<file path="src/pkg/cmpr_cfg.svh">
// Register offsets, field positions and reset values of the comparator event and reference control block
`ifndef CMPR_CFG_SVH
`define CMPR_CFG_SVH

`define CMPR_ADDR_W 4
`define CMPR_DATA_W 8

`define CMPR_OFS_FLAGS 4'h0
`define CMPR_OFS_ENABLES 4'h1
`define CMPR_OFS_CMP_ONE 4'h2
`define CMPR_OFS_CMP_TWO 4'h3
`define CMPR_OFS_MIRROR 4'h4
`define CMPR_OFS_LADDER 4'h5
`define CMPR_OFS_FIXED 4'h6
`define CMPR_OFS_IRQ_CTL 4'h7

`define CMPR_FLAG_ONE_BIT 3
`define CMPR_FLAG_TWO_BIT 4

`define CMPR_CTL_ON_BIT 7
`define CMPR_CTL_OUT_BIT 6
`define CMPR_CTL_POL_BIT 4

`define CMPR_MIR_ONE_BIT 7
`define CMPR_MIR_TWO_BIT 6

`define CMPR_LAD_ONE_SEL_BIT 7
`define CMPR_LAD_TWO_SEL_BIT 6
`define CMPR_LAD_RANGE_BIT 5

`define CMPR_FIX_STABLE_BIT 5
`define CMPR_FIX_BYPASS_BIT 4
`define CMPR_FIX_ENABLE_BIT 3
`define CMPR_FIX_PIN_OE_BIT 2
`define CMPR_FIX_LADDER_OE_BIT 1

`define CMPR_IC_GLOBAL_BIT 7
`define CMPR_IC_PERIPH_BIT 6

`define CMPR_WMASK_CMP 8'hbf
`define CMPR_WMASK_MIRROR 8'h03
`define CMPR_WMASK_LADDER 8'hef
`define CMPR_WMASK_FIXED 8'h1e
`define CMPR_WMASK_IRQ_CTL 8'hc0

`define CMPR_RST_ZERO 8'h00
`define CMPR_RST_MIRROR 8'h02

`endif

</file>
<file path="src/pkg/cmpr_pkg.sv">
// Types shared by the comparator event and reference control block
`default_nettype none

package cmpr_pkg;

	typedef struct packed {
		logic [7:0] flags;
		logic [7:0] enables;
		logic [7:0] cmp_one;
		logic [7:0] cmp_two;
		logic [7:0] mirror;
		logic [7:0] ladder;
		logic [7:0] fixed;
		logic [7:0] irq_ctl;
		logic [7:0] rdata;
	} cmpr_state_t;

	typedef struct packed {
		logic latched;
		logic ref_val;
		logic prev_mismatch;
	} cmpr_edge_t;

endpackage

`default_nettype wire

</file>
<file path="src/design/cmpr_ctrl.sv">
// Comparator change events, interrupt gating and reference control registers
// Overview of operation
// - A comparator output change sets its change flag, bits 4 and 3.
// - Writing one to a change flag sets it like a real change.
// - Interrupt asserts only with flag, comparator, peripheral and global enables set.
// - Flags still set on changes while any interrupt enable is clear.
// - Flag is set on the mismatch rising edge, not its level.
// - Without latch refresh, returning to the earlier output sets no flag.
// - Control register read or write refreshes the latch; a return then sets flag.
// - Change coinciding with a read may lose its flag; here it is kept.
// - Reset returns all registers to reset values, both comparators disabled.
// - Ladder takes 4-bit level code and range bit; one is low range.
// - All ladder enables clear, code zero, low range gives ground output.
// - Bits 7 and 6 select ladder when set, fixed reference when clear.
// - Ladder powers down when both ladder selects and ladder pin enable are low.
// - Bit 5 of fixed reference control reads the bandgap stable flag.
// - Bit 4 set bypasses and powers down the pin buffer.
// - Bit 3 enables fixed reference; forced high on high-voltage variant.
// - Bit 1 set routes ladder to pin, ignoring bit 2; else bit 2 routes.
// - Reading the mirror register leaves the mismatch latches unchanged.
// - Comparator outputs are latched every cycle; detection compares latched values.
`timescale 1ns/1ps
`default_nettype none

`include "cmpr_cfg.svh"

module cmpr_ctrl
	import cmpr_pkg::*;
#(
	parameter int HV_VARIANT = 0
) (
	// Clock and reset
	input wire logic clock_in,
	input wire logic rst_b_in,
	// Register port
	input wire logic [`CMPR_ADDR_W-1:0] addr_in,
	input wire logic [`CMPR_DATA_W-1:0] wdata_in,
	input wire logic wr_in,
	input wire logic rd_in,
	output logic [`CMPR_DATA_W-1:0] rdata_out,
	// Analog comparator raw outputs and bandgap status
	input wire logic cmp_one_raw_in,
	input wire logic cmp_two_raw_in,
	input wire logic bandgap_stable_flag_in,
	// Comparator controls
	output logic [`CMPR_DATA_W-1:0] cmp_one_config_out,
	output logic [`CMPR_DATA_W-1:0] cmp_two_config_out,
	output logic [`CMPR_DATA_W-1:0] mirror_config_out,
	// Interrupt request
	output logic irq_out,
	// Ladder controls
	output logic [3:0] ladder_level_code_out,
	output logic ladder_range_select_out,
	output logic cmp_one_ladder_select_out,
	output logic cmp_two_ladder_select_out,
	output logic ladder_power_down_out,
	output logic ladder_ground_out,
	// Fixed reference and pin routing
	output logic fixed_ref_enable_out,
	output logic pin_buffer_bypass_out,
	output logic pin_carries_ladder_out,
	output logic pin_carries_fixed_out
);

	if (HV_VARIANT != 0 && HV_VARIANT != 1) begin : g_bad_variant
		$error("HV_VARIANT must be 0 or 1");
	end

	////////////////////////////////////////////////////////////////////////
	cmpr_state_t cur;
	cmpr_state_t next_cur;

	logic cmp_one_output;
	logic cmp_two_output;
	logic cmp_one_latched;
	logic cmp_two_latched;
	logic cmp_one_set;
	logic cmp_two_set;
	logic refresh_one;
	logic refresh_two;
	logic wr_flags;
	logic cmp_one_pending;
	logic cmp_two_pending;
	logic fixed_enable_bit;
	logic [7:0] fixed_view;

	// A disabled comparator reads zero; polarity is applied before the latch
	assign cmp_one_output = cur.cmp_one[`CMPR_CTL_ON_BIT] &
		(cmp_one_raw_in ^ cur.cmp_one[`CMPR_CTL_POL_BIT]);
	assign cmp_two_output = cur.cmp_two[`CMPR_CTL_ON_BIT] &
		(cmp_two_raw_in ^ cur.cmp_two[`CMPR_CTL_POL_BIT]);

	// Only the individual control registers refresh; the mirror is left out
	assign refresh_one = (wr_in || rd_in) && addr_in == `CMPR_OFS_CMP_ONE;
	assign refresh_two = (wr_in || rd_in) && addr_in == `CMPR_OFS_CMP_TWO;

	cmpr_edge_det u_edge_one (
		.clock_in(clock_in),
		.rst_b_in(rst_b_in),
		.cmp_output_in(cmp_one_output),
		.refresh_in(refresh_one),
		.latched_out(cmp_one_latched),
		.change_set_out(cmp_one_set)
	);

	cmpr_edge_det u_edge_two (
		.clock_in(clock_in),
		.rst_b_in(rst_b_in),
		.cmp_output_in(cmp_two_output),
		.refresh_in(refresh_two),
		.latched_out(cmp_two_latched),
		.change_set_out(cmp_two_set)
	);

	assign wr_flags = wr_in && addr_in == `CMPR_OFS_FLAGS;

	// The high-voltage variant keeps the fixed reference on regardless of software
	assign fixed_enable_bit = (HV_VARIANT == 1) ? 1'b1 : cur.fixed[`CMPR_FIX_ENABLE_BIT];

	always_comb begin
		fixed_view = cur.fixed;
		fixed_view[`CMPR_FIX_ENABLE_BIT] = fixed_enable_bit;
		fixed_view[`CMPR_FIX_STABLE_BIT] = bandgap_stable_flag_in;
	end

	////////////////////////////////////////////////////////////////////////
	always_comb begin
		next_cur = cur;
		next_cur.rdata = `CMPR_RST_ZERO;
		if (wr_in) begin
			unique case (addr_in)
				`CMPR_OFS_FLAGS: next_cur.flags = wdata_in;
				`CMPR_OFS_ENABLES: next_cur.enables = wdata_in;
				`CMPR_OFS_CMP_ONE: next_cur.cmp_one = wdata_in & `CMPR_WMASK_CMP;
				`CMPR_OFS_CMP_TWO: next_cur.cmp_two = wdata_in & `CMPR_WMASK_CMP;
				`CMPR_OFS_MIRROR: next_cur.mirror = wdata_in & `CMPR_WMASK_MIRROR;
				`CMPR_OFS_LADDER: next_cur.ladder = wdata_in & `CMPR_WMASK_LADDER;
				`CMPR_OFS_FIXED: next_cur.fixed = wdata_in & `CMPR_WMASK_FIXED;
				`CMPR_OFS_IRQ_CTL: next_cur.irq_ctl = wdata_in & `CMPR_WMASK_IRQ_CTL;
				default: ;
			endcase
		end
		// Hardware set wins over a same-cycle clear, so a read or write never loses an event
		if (cmp_one_set) begin
			next_cur.flags[`CMPR_FLAG_ONE_BIT] = 1'b1;
		end
		if (cmp_two_set) begin
			next_cur.flags[`CMPR_FLAG_TWO_BIT] = 1'b1;
		end
		if (rd_in) begin
			unique case (addr_in)
				`CMPR_OFS_FLAGS: next_cur.rdata = cur.flags;
				`CMPR_OFS_ENABLES: next_cur.rdata = cur.enables;
				`CMPR_OFS_CMP_ONE: begin
					next_cur.rdata = cur.cmp_one;
					next_cur.rdata[`CMPR_CTL_OUT_BIT] = cmp_one_latched;
				end
				`CMPR_OFS_CMP_TWO: begin
					next_cur.rdata = cur.cmp_two;
					next_cur.rdata[`CMPR_CTL_OUT_BIT] = cmp_two_latched;
				end
				`CMPR_OFS_MIRROR: begin
					next_cur.rdata = cur.mirror;
					next_cur.rdata[`CMPR_MIR_ONE_BIT] = cmp_one_latched;
					next_cur.rdata[`CMPR_MIR_TWO_BIT] = cmp_two_latched;
				end
				`CMPR_OFS_LADDER: next_cur.rdata = cur.ladder;
				`CMPR_OFS_FIXED: next_cur.rdata = fixed_view;
				`CMPR_OFS_IRQ_CTL: next_cur.rdata = cur.irq_ctl;
				default: next_cur.rdata = `CMPR_RST_ZERO;
			endcase
		end
	end

	always_ff @(posedge clock_in or negedge rst_b_in) begin
		if (!rst_b_in) begin
			cur.flags <= `CMPR_RST_ZERO;
			cur.enables <= `CMPR_RST_ZERO;
			cur.cmp_one <= `CMPR_RST_ZERO;
			cur.cmp_two <= `CMPR_RST_ZERO;
			cur.mirror <= `CMPR_RST_MIRROR;
			cur.ladder <= `CMPR_RST_ZERO;
			cur.fixed <= `CMPR_RST_ZERO;
			cur.irq_ctl <= `CMPR_RST_ZERO;
			cur.rdata <= `CMPR_RST_ZERO;
		end else begin
			cur <= next_cur;
		end
	end

	////////////////////////////////////////////////////////////////////////
	assign rdata_out = cur.rdata;

	always_comb begin
		cmp_one_config_out = cur.cmp_one;
		cmp_one_config_out[`CMPR_CTL_OUT_BIT] = cmp_one_latched;
		cmp_two_config_out = cur.cmp_two;
		cmp_two_config_out[`CMPR_CTL_OUT_BIT] = cmp_two_latched;
		mirror_config_out = cur.mirror;
	end

	assign cmp_one_pending = cur.flags[`CMPR_FLAG_ONE_BIT] && cur.enables[`CMPR_FLAG_ONE_BIT];
	assign cmp_two_pending = cur.flags[`CMPR_FLAG_TWO_BIT] && cur.enables[`CMPR_FLAG_TWO_BIT];
	assign irq_out = (cmp_one_pending || cmp_two_pending) &&
		cur.irq_ctl[`CMPR_IC_PERIPH_BIT] && cur.irq_ctl[`CMPR_IC_GLOBAL_BIT];

	assign ladder_level_code_out = cur.ladder[3:0];
	assign ladder_range_select_out = cur.ladder[`CMPR_LAD_RANGE_BIT];
	assign cmp_one_ladder_select_out = cur.ladder[`CMPR_LAD_ONE_SEL_BIT];
	assign cmp_two_ladder_select_out = cur.ladder[`CMPR_LAD_TWO_SEL_BIT];
	assign ladder_power_down_out = !cur.ladder[`CMPR_LAD_ONE_SEL_BIT] &&
		!cur.ladder[`CMPR_LAD_TWO_SEL_BIT] && !cur.fixed[`CMPR_FIX_LADDER_OE_BIT];
	// Ground output lets comparators find zero crossings with no ladder current
	assign ladder_ground_out = ladder_power_down_out && cur.ladder[3:0] == 4'h0 &&
		cur.ladder[`CMPR_LAD_RANGE_BIT];

	assign fixed_ref_enable_out = fixed_enable_bit;
	assign pin_buffer_bypass_out = cur.fixed[`CMPR_FIX_BYPASS_BIT];
	assign pin_carries_ladder_out = cur.fixed[`CMPR_FIX_LADDER_OE_BIT];
	assign pin_carries_fixed_out = !cur.fixed[`CMPR_FIX_LADDER_OE_BIT] &&
		cur.fixed[`CMPR_FIX_PIN_OE_BIT];
endmodule // cmpr_ctrl

`default_nettype wire

</file>
<file path="src/design/cmpr_edge_det.sv">
// Per-comparator output latch, mismatch latch and mismatch edge detector
`timescale 1ns/1ps
`default_nettype none

module cmpr_edge_det
	import cmpr_pkg::*;
(
	// Clock and reset
	input wire logic clock_in,
	input wire logic rst_b_in,
	// Comparator side
	input wire logic cmp_output_in,
	input wire logic refresh_in,
	// Results
	output logic latched_out,
	output logic change_set_out
);

	cmpr_edge_t cur;
	cmpr_edge_t next_cur;
	logic mismatch;

	assign mismatch = cur.latched != cur.ref_val;
	// Edge, not level, so a cleared flag is not set again by a standing mismatch
	assign change_set_out = mismatch && !cur.prev_mismatch;
	assign latched_out = cur.latched;

	always_comb begin
		next_cur = cur;
		next_cur.latched = cmp_output_in;
		next_cur.prev_mismatch = mismatch;
		if (refresh_in) begin
			next_cur.ref_val = cur.latched;
			next_cur.prev_mismatch = 1'b0;
		end
	end

	always_ff @(posedge clock_in or negedge rst_b_in) begin
		if (!rst_b_in) begin
			cur <= '0;
		end else begin
			cur <= next_cur;
		end
	end
endmodule // cmpr_edge_det

`default_nettype wire

</file>
<file path="config.mk">
export PLATFORM = sky130hd
export DESIGN_NAME = cmpr_ctrl
export DESIGN_NICKNAME = d
export VERILOG_FILES = /design/src/pkg/cmpr_pkg.sv /design/src/design/cmpr_ctrl.sv /design/src/design/cmpr_edge_det.sv
export VERILOG_INCLUDE_DIRS = /design/src /design/src/pkg
export SDC_FILE = /design/constraint.sdc
export NUM_CORES = 1
export LEC_CHECK = 0
export BUFFER_PORTS_ARGS = -buffer_cell sky130_fd_sc_hd__buf_2
export CAP_MARGIN = 20
export CORE_ASPECT_RATIO = 1.25
export CORE_MARGIN = 4
export CORE_UTILIZATION = 40
export CTS_BUF_LIST = sky130_fd_sc_hd__clkbuf_4
export DETAILED_ROUTE_END_ITERATION = 16
export PLACE_DENSITY_LB_ADDON = 0.15
export SLEW_MARGIN = 20
export SYNTH_ARGS = -nofsm -noshare
export SYNTH_HDL_FRONTEND = slang
export SYNTH_SLANG_ARGS = --single-unit
</file>
<file path="constraint.sdc">
create_clock -name clock_in -period 2.8 [get_ports clock_in]
set_input_delay 0.14 -clock clock_in [delete_from_list [all_inputs] [get_ports clock_in]]
set_output_delay 0.14 -clock clock_in [all_outputs]
set_load 0.01 [all_outputs]
</file>
==> results_dict.tcl <==
set metrics [dict create \
    status "finished, final reports clean" \
    hold_path_end "u_edge_one.latched_out" \
    netlist.area_leader.share_pct 47.2 \
    clk_latency_ns 0.40 \
    nets 312 \
    slew_viol_final 0 \
    reg2regPathDepth 3 \
    final_hold_viol_count 0 \
    drtIter0Drc 119 \
    critPathLaunch "cmp_two_ladder_select_out" \
    worst_ep_required_time_ns 2.66 \
    grt_pass1_vias 2149 \
    finalPower_mw 2.32 \
    root_buffer "clkbuf_4" \
    vias_per_cell 5.33 \
    yosysSeqAreaShare_pct 48.0 \
    ys_types 46 \
    cts_setup_buffers 0 \
    start_util_pct 41.3 \
    fp.coreArea_um2 7440 \
    routed_wirelength_mm 7.51 \
    synth.ff_latch_count 59 \
    max-slew-margin-rel_pct 60.3 \
    drc_errors 0 \
    synth_area_leaders "dfrtp_1 47%, mux2_2 15%, buf_4 8.8%, mux2_4 2.9%, o21ai_0 2.4%" \
    antenna_found_initial 1 \
    worstSetupPathType "flop to primary output" \
    finalSetupTns_ns 0 \
    final_antenna_net_count 0 \
    rows 35 \
    yosysWarnings 0 \
    register_area_um2 1480 \
    r2r-end "rdata_out[3]" \
    rsz0062_at_grt "no" \
    end_kind "primary output" \
    period_share_pct 58.9 \
    grt_util_all_layers_pct 17.6 \
    worstPathMaxFanout 4 \
    die-height_um 106 \
    postSynth.asyncResetShare_pct 100 \
    drt_first_pass_iters 5 \
    numCtsBuffers 9 \
    dieArea_um2 9160 \
    setup_viol_count_final 0 \
    cellPowerDensity_nw_per_um2 693 \
    hold_depth 3 \
    utilization_pct 45.0 \
    htreeDepth 3 \
    multi_input_area_um2 1280 \
    synth_edf_count 0 \
    r2r-start "cmp_two_config_out[3]" \
    clkSinkCount 59 \
    min_period_ns 1.65 \
    rrSetupSlack_ns 1.54 \
    routedWlPerCell_um 19.2 \
    dp_hpwl_mm 5.27 \
    path_clk_slew_ns 0.11 \
    io_pins 65 \
    clock_skew_ns 0.0109 \
    worst_slack_ns 1.15 \
    fmax_ghz 0.606 \
    leakagePower_nw 1.60 \
    pre_cts_ws_ns 0.835 \
    cp-start-kind "flop" \
    netlist_instances 261 \
    area_growth_pct 8.83 \
    synth-main-ff-cell "dfrtp_1" \
    grt_start_max_net_pins 37 \
    overflow 0 \
    tightestPinTransition_ns 0.596 \
    die_w_um 86.4 \
    maxCapViolations 0 \
    fillers 739 \
    drive_gt1_share_pct 44.3 \
    cts_tree "done" \
    arrival_ns 1.51 \
    whs_ns 0.0361 \
    vias 2084 \
    synth_top_area_cell "dfrtp_1" \
    cts_buffer_depth 2 \
    min-delay-start "cmp_one_raw_in" \
    gp_congestion 0.826 \
    ir_worst_vdd_mv 0.349 \
    synth_area_um2 3080 \
    min_path_type "input pin to flop" \
    syn_area_per_cell_um2 11.8 \
    io_buffers 58 \
    grt_pass1_wl_mm 12.0 \
]
==> worst max-delay path: stages, from the launching register on <==
cell     delay (ns)
dfrtp_1        0.44
nor3_1         0.34
and3_1         0.20
buf_2          0.12
==> metrics by stage <==
step	instance area (um^2)	cells
CTS	3340	390
detailed placement	3200	372
floorplan	3090	266
global route	3350	391
finish	3350	391
global placement	3200	372
==> registers in the layout (all words and copies together) (netlist names), 2 cells and up <==
name and cells:
cmp_one_config_out 7, rdata_out 8, mirror_config_out 2, cur 19, cmp_two_config_out 7, u_edge_one.cur 2, u_edge_two.cur 2, ladder_level_code_out 4
==> cell usage after synthesis (all sizes together), types with 4 or more instances <==
library cell  instances
dfrtp                58
nand3                 6
and3b                 6
nand3b                4
buf                  42
nor2                 11
mux2i                 4
mux2                 48
a22oi                 4
and3                  7
nor3b                 7
o21ai                15
clkbuf                5
==> per-layer routing <==
layer	global-route usage, %	routed length, um	vias to the layer above
li1	-	-	967
met1	23.2	3310	1026
met2	26.7	3570	74
met3	4.73	438	17
met4	8.46	194	0
met5	0	0	-
==> what timing repair did <==
action / CTS / global route
resized for setup: 0 / 0
endpoints found under the hold margin: 26 / 0
setup endpoints to repair: 0 / 0
hold buffers: 2 / 0
==> cell type report <==
class / count / area share (%)
Antenna cell: 1 / 0.0748
Clock buffer: 9 / 2.02
Clock inverter: 7 / 1.76
Inverter: 3 / 0.336
Multi-Input combinational cell: 157 / 38.3
Sequential cell: 59 / 44.1
Tap cell: 92 / 3.44
Timing Repair Buffer: 63 / 9.94
==> layout by cell type (no fill, tap or decap), types with 2 or more instances in the layout <==
master / n
clkbuf_4: 9
dfrtp_1: 58
and2_1: 2
clkinv_2: 5
nor2_1: 10
conb_1: 6
buf_4: 3
dlygate4sd3_1: 2
nand2_1: 3
nor3b_1: 6
nand3_1: 5
a31oi_1: 3
mux2_2: 42
nor4_1: 3
a21oi_1: 2
o221ai_1: 2
and3_1: 7
nand2b_1: 2
or2_2: 2
and3b_1: 6
nor2b_1: 3
a41oi_1: 2
mux2_4: 6
a22oi_1: 4
buf_2: 58
inv_1: 3
mux2i_1: 4
o21ai_0: 15
xnor2_1: 2
xor2_1: 2
nand3b_1: 4
==> cells by family after synthesis <==
| family | synth area share, % |
|---|---|
| flip-flops | 48.0 |
| AND/OR/NAND/NOR | 12.9 |
| XOR/XNOR | 1.14 |
| multiplexers | 20.3 |
| other | 0.122 |
| buffers and inverters | 10.9 |
| AO/OA/AOI/OAI | 6.55 |
==> where the power goes <==
| part | switching, mW | internal, mW |
|---|---|---|
| logic | 0.258 | 0.295 |
| registers | 0.148 | 1.04 |
| clock network | 0.321 | 0.262 |
==> worst max path at each step <==
stage                               endpoint  slack, ns  cells past startpoint
floorplan                            cur[64]       1.49                      4
global placement    ladder_level_code_out[0]       0.90                      4
detailed placement  ladder_level_code_out[2]       0.84                      4
CTS                        ladder_ground_out       1.11                      3
global route               ladder_ground_out       1.04                      3
finish                     ladder_ground_out       1.15                      3
No activity file was read; power rests on OpenSTA's default activity.
